File: src/rtl/spacing_pkg.sv
// Purpose: Shared constants, types and helpers for the packet spacing checker
// Assumes: One interface clock of 125 MHz; times are least times, rounded up
// Notes: Cycle counts derive from the nanosecond figures and the clock period
package spacing_pkg;
   localparam int unsigned BANKS = 32;
   localparam int unsigned BANK_W = 5;
   localparam int unsigned DEV_W = 5;
   localparam int unsigned CNT_W = 8;
   localparam int unsigned CLK_PERIOD_PS = 8000;

   // Spacing times in ns, plain defaults
   localparam int unsigned PACKET_LENGTH_NS = 10;
   localparam int unsigned COLUMN_CYCLE_NS = 10;
   localparam int unsigned FETCH_DATA_LATENCY_NS = 20;
   localparam int unsigned STORE_DATA_LATENCY_NS = 10;
   localparam int unsigned STORE_RETIRE_INTERVAL_NS = 20;
   localparam int unsigned FETCH_TO_CLOSE_INTERVAL_NS = 10;
   localparam int unsigned RETIRE_TO_CLOSE_INTERVAL_NS = 10;
   localparam int unsigned OPEN_TO_CLOSE_MIN_NS = 40;
   localparam int unsigned CLOSE_RECOVERY_MIN_NS = 20;
   localparam int unsigned OPEN_TO_OPEN_SAME_BANK_NS = 60;
   localparam int unsigned AUTOCLOSE_OFFSET_NS = 30;

   // Least times round up to whole cycles
   localparam logic [7:0] PACKET_LENGTH_CYC =
      8'((PACKET_LENGTH_NS * 1000 + CLK_PERIOD_PS - 1) / CLK_PERIOD_PS);
   localparam logic [7:0] COLUMN_CYCLE_CYC =
      8'((COLUMN_CYCLE_NS * 1000 + CLK_PERIOD_PS - 1) / CLK_PERIOD_PS);
   localparam logic [7:0] FETCH_DATA_LATENCY_CYC =
      8'((FETCH_DATA_LATENCY_NS * 1000 + CLK_PERIOD_PS - 1) / CLK_PERIOD_PS);
   localparam logic [7:0] STORE_DATA_LATENCY_CYC =
      8'((STORE_DATA_LATENCY_NS * 1000 + CLK_PERIOD_PS - 1) / CLK_PERIOD_PS);
   localparam logic [7:0] STORE_RETIRE_INTERVAL_CYC =
      8'((STORE_RETIRE_INTERVAL_NS * 1000 + CLK_PERIOD_PS - 1) / CLK_PERIOD_PS);
   localparam logic [7:0] FETCH_TO_CLOSE_INTERVAL_CYC =
      8'((FETCH_TO_CLOSE_INTERVAL_NS * 1000 + CLK_PERIOD_PS - 1) / CLK_PERIOD_PS);
   localparam logic [7:0] RETIRE_TO_CLOSE_INTERVAL_CYC =
      8'((RETIRE_TO_CLOSE_INTERVAL_NS * 1000 + CLK_PERIOD_PS - 1) / CLK_PERIOD_PS);
   localparam logic [7:0] OPEN_TO_CLOSE_MIN_CYC =
      8'((OPEN_TO_CLOSE_MIN_NS * 1000 + CLK_PERIOD_PS - 1) / CLK_PERIOD_PS);
   localparam logic [7:0] CLOSE_RECOVERY_MIN_CYC =
      8'((CLOSE_RECOVERY_MIN_NS * 1000 + CLK_PERIOD_PS - 1) / CLK_PERIOD_PS);
   localparam logic [7:0] OPEN_TO_OPEN_SAME_BANK_CYC =
      8'((OPEN_TO_OPEN_SAME_BANK_NS * 1000 + CLK_PERIOD_PS - 1) / CLK_PERIOD_PS);
   localparam int unsigned AUTOCLOSE_OFFSET_CYC =
      (AUTOCLOSE_OFFSET_NS * 1000 + CLK_PERIOD_PS - 1) / CLK_PERIOD_PS;

   // Values after reset
   localparam logic [7:0] AGE_RESET = 8'hFF;
   localparam logic [31:0] BANK_OPEN_RESET = 32'h0000_0000;
   // Lower bank of the one neighbour pair that shares no sense amplifier
   localparam logic [4:0] UNSHARED_LO = 5'h0F;

   // Error flag positions
   localparam int unsigned ERR_COL_GAP = 0;
   localparam int unsigned ERR_ROW_GAP = 1;
   localparam int unsigned ERR_OPEN_CONFLICT = 2;
   localparam int unsigned ERR_OPEN_TIMING = 3;
   localparam int unsigned ERR_CLOSE_TIMING = 4;
   localparam int unsigned ERR_RETIRE_HAZARD = 5;
   localparam int unsigned ERR_SCHED_CLASH = 6;
   localparam int unsigned ERR_W = 7;

   typedef enum logic [2:0] {
      COL_NOOP = 3'h0, COL_FETCH = 3'h1, COL_STORE = 3'h2,
      COL_CLOSE = 3'h3, COL_STORE_AC = 3'h4, COL_FETCH_AC = 3'h5
   } col_op_t;

   typedef enum logic [2:0] {
      ROW_NOOP = 3'h0, ROW_OPEN = 3'h1, ROW_CLOSE = 3'h2,
      ROW_REF_OPEN = 3'h3, ROW_REF_CLOSE = 3'h4
   } row_op_t;

   typedef enum logic {WB_EMPTY = 1'b0, WB_HELD = 1'b1} wbuf_state_t;

   // Saturating age counter step
   function automatic logic [7:0] sat_inc(input logic [7:0] v);
      sat_inc = (v == 8'hFF) ? v : v + 8'h01;
   endfunction : sat_inc

   // Banks sharing a sense amplifier; the 15/16 pair shares none
   function automatic logic adjacent(input logic [4:0] a, input logic [4:0] b);
      logic step;
      step = ({1'b0, a} == {1'b0, b} + 6'h01) || ({1'b0, b} == {1'b0, a} + 6'h01);
      adjacent = step && !((a == UNSHARED_LO) || (b == UNSHARED_LO)) ||
                 step && (a != UNSHARED_LO + 5'h01) && (b != UNSHARED_LO + 5'h01)
                 && !((a == UNSHARED_LO) || (b == UNSHARED_LO)) ||
                 step && !((a == UNSHARED_LO && b == UNSHARED_LO + 5'h01) ||
                           (b == UNSHARED_LO && a == UNSHARED_LO + 5'h01));
   endfunction : adjacent

   // Same bank or a neighbour on the shared amplifier
   function automatic logic near(input logic [4:0] a, input logic [4:0] b);
      near = (a == b) || adjacent(a, b);
   endfunction : near
endpackage : spacing_pkg

File: src/rtl/close_delay_line.sv
// Purpose: Fixed-offset delay for implied bank closes from column commands
// Assumes: At most one close is scheduled per cycle
// Notes: Depth is the autoclose offset in cycles, at least one
`timescale 1ns/1ps
module close_delay_line #(
   parameter int unsigned DEPTH = spacing_pkg::AUTOCLOSE_OFFSET_CYC
) (
   // Clock and reset
   input wire logic mclk_in,
   input wire logic resetn_in,
   // Scheduled close
   input wire logic sched_valid_in,
   input wire logic [4:0] sched_bank_in,
   // Close due now
   output logic due_valid_out,
   output logic [4:0] due_bank_out
);
   logic [DEPTH-1:0] valid_r;
   logic [4:0] bank_r [DEPTH];

   // Plain shift line; cheap for small offsets and keeps every close in order
   always_ff @(posedge mclk_in or negedge resetn_in) begin
      if (!resetn_in) begin
         valid_r <= '0;
         for (int i = 0; i < DEPTH; i++) begin
            bank_r[i] <= 5'h00;
         end
      end else begin
         valid_r[0] <= sched_valid_in;
         bank_r[0] <= sched_bank_in;
         for (int i = 1; i < DEPTH; i++) begin
            valid_r[i] <= valid_r[i-1];
            bank_r[i] <= bank_r[i-1];
         end
      end
   end

   assign due_valid_out = valid_r[DEPTH-1];
   assign due_bank_out = bank_r[DEPTH-1];
endmodule : close_delay_line

File: config.mk
export PLATFORM = sky130hd
export DESIGN_NAME = close_delay_line
export DESIGN_NICKNAME = d
export VERILOG_FILES = /design/src/rtl/spacing_pkg.sv /design/src/rtl/close_delay_line.sv
export SDC_FILE = /design/constraint.sdc
export NUM_CORES = 1
export LEC_CHECK = 0
export ABC_AREA = 1
export BUFFER_PORTS_ARGS = -buffer_cell sky130_fd_sc_hd__buf_2
export CAP_MARGIN = 10
export CORE_UTILIZATION = 26
export DETAILED_ROUTE_END_ITERATION = 16
export PLACE_DENSITY = 0.46
export SLEW_MARGIN = 10
export SYNTH_ARGS = -nofsm -noshare
export SYNTH_HDL_FRONTEND = slang
export SYNTH_SLANG_ARGS = --single-unit
File: constraint.sdc
create_clock -name mclk_in -period 0.9 [get_ports mclk_in]
set_input_delay 0.135 -clock mclk_in [delete_from_list [all_inputs] [get_ports mclk_in]]
set_output_delay 0.135 -clock mclk_in [all_outputs]
set_load 0.02 [all_outputs]
==> flow_summary.toml <==
[sta]
slew_headroom_pct = 66.8
final_max_slew_viol_count = 0
hold_viol = 0
finalSetupViolations = 6
tightest_slew_ns = 0.498
finalClockSkew_ns = 0.00406
fin_ws_ns = -0.0537
max_freq_mhz = 1050
rsz0062_at_grt = "true"
period_share_pct = 106
fin_crit_ns = 0.954

[critical_path]
worstPathCellList = "buf_6"
critPathLaunchType = "flip-flop"
worst-path-buf-inv = 1
slowest_stage = "dfrtp_1"
critPathMaxStageDelay_ns = 0.40
critPathArrivalTime_ns = 0.82
critical-path-top-delay-family = "flip-flops"
crit_required_ns = 0.76
criticalPathCategory = "flip-flop to output port"
critPathMaxFanout = 1
cp-end-kind = "output port"

[yosys]
yosysMostFrequentCell = "dfrtp_1"
synth_edf_count = 0
syn_avg_cell_area_um2 = 22.0
ys_ff_latch = 24
synthFlopType = "dfrtp_1"
synth.distinct_cells = 2
netlist_area_um2 = 638
synth_top_cell_area_share_pct = 94.1
yosysWarnings = 0
syn_nets = 37
syn-instance-count = 29
synth_area_leaders = "dfrtp_1, buf_4"
synth_common_cells = "dfrtp_1, buf_4"
ys_async_sr_fraction_pct = 100
yosysTopAreaCell = "dfrtp_1"
yosysSeqAreaShare_pct = 94.1

[cts]
clk_pin_slew_ns = 0.11
worstSkewPairLatency_ns = 0.30
htreeDepth = 1
post_cts_buffers = 0
clk_root_buffer_cell = "clkbuf_4"
cts.sinks = 24
cts_tree = "yes"
cts_buffers = 3
clock_path_buffers = 2

[cells_and_area]
layout-drive-gt1-share_pct = 35.4
final_util_pct = 37.5
multiInputGateArea_um2 = 0
area_growth_pct = 32.4
fin_area_um2 = 845
antenna_cells = 0
num-nets-final = 57
num-multi-input-gates = 0

[global_route]
grt_util_all_layers_pct = 6.06
antenna_found_initial = 0
grt_pass1_vias = 242
grt_start_max_net_pins = 25
grt_overflow = 0
grt_pass1_wl_mm = 1.04

[floorplan]
initial_core_util_pct = 28.3
fp-row-count = 17
pin_count = 14
dieArea_um2 = 2660
core_um2 = 2250
die_w_um = 51.5
die_y_um = 51.5

[run]
drv_cap = 0

[run_status]
status = "finished, violations left"
violations = "setup timing"

[worst_hold_path]
hp-class = "input port to asynchronous set/reset pin"

[route]
via_per_inst = 3.36
drt-total-wl_um = 654
post_drt_wl_per_cell_um = 8.61
ant_nets = 0
vias = 255
dr.pass1.iters = 2
drcViolationCount = 0
first_iter_violations = 3

[power_and_ir_drop]
leakage_nw = 0.394
peakVddDrop_v = 0.00126
power_density_nw_per_um2 = 2100

[placed_design]
place_ws_ns = 0.266
gp_congestion = 0.581
portBuffers = 13
dpl-instance-area_um2 = 701
## stage by stage
step / setup TNS, ns / hold slack, ns / power (W) / instances
floorplan: 0 / -0.161 / 0.00120 / 29
global placement: 0 / 0.116 / 0.00123 / 65
detailed placement: 0 / 0.127 / 0.00123 / 65
CTS: -0.424 / 0.324 / 0.00180 / 76
global route: -0.581 / 0.357 / 0.00186 / 76
finish: -0.298 / 0.322 / 0.00177 / 76
## registers in the layout (all words and copies together), names as in the netlist
signal,count
bank_r,15
due_bank_out,5
valid_r,4
## power breakdown
part | switching (W) | leakage [nW] | internal (W)
clock | 0.000274 | 0.0210 | 0.000246
sequential | 0.0000158 | 0.280 | 0.00113
combinational | 0.0000473 | 0.0931 | 0.0000556
total | 0.000337 | 0.394 | 0.00143
## final cells by class
type                    instances  area [um^2]
fillers                       230         1410
well taps                      28         35.0
repair buffers                 20          173
clock buffers                   4         36.3
flip-flops and latches         24          601
## metal layers
metal / wire length [um] / global-route usage [%] / up-vias
li1: - / - / 120
met1: 294 / 6.80 / 120
met2: 291 / 7.79 / 13
met3: 57 / 2.05 / 2
met4: 10 / 8.11 / 0
met5: 0 / 0 / -
## layout by cell type (no fill, tap or decap)
cell and count:
dlygate4sd3_1 7, buf_2 7, clkbuf_4 3, clkbuf_8 1, buf_6 6, dfrtp_1 24
## repair_timing
action	4_1_cts	5_1_grt
endpoints found under the setup margin	6	6
hold endpoints to repair	30	0
hold buffers	7	0
resized for setup	12	0
## logic make-up (layout without fill, tap and decap cells)
kind of cell  after synthesis  after routing  synth area share, %
flops                      24             24                 94.1
buf+inv                     5             24                 5.88
## final timing paths
| check | startpoint | endpoint | slack, ns | depth (start not counted) |
|---|---|---|---|---|
| max reg2reg | bank_r[11] | bank_r[6] | 0.41 | 0 |
| max | due_bank_out[1] | due_bank_out[1] | -0.05 | 1 |
| min | resetn_in | bank_r[11] | 0.32 | 2 |
| min in group mclk_in | bank_r[8] | due_bank_out[3] | 0.36 | 0 |
| max in group asynchronous | resetn_in | bank_r[6] | 0.25 | 2 |
| min reg2reg | bank_r[8] | due_bank_out[3] | 0.36 | 0 |
Power figures use the tool's default switching activity.
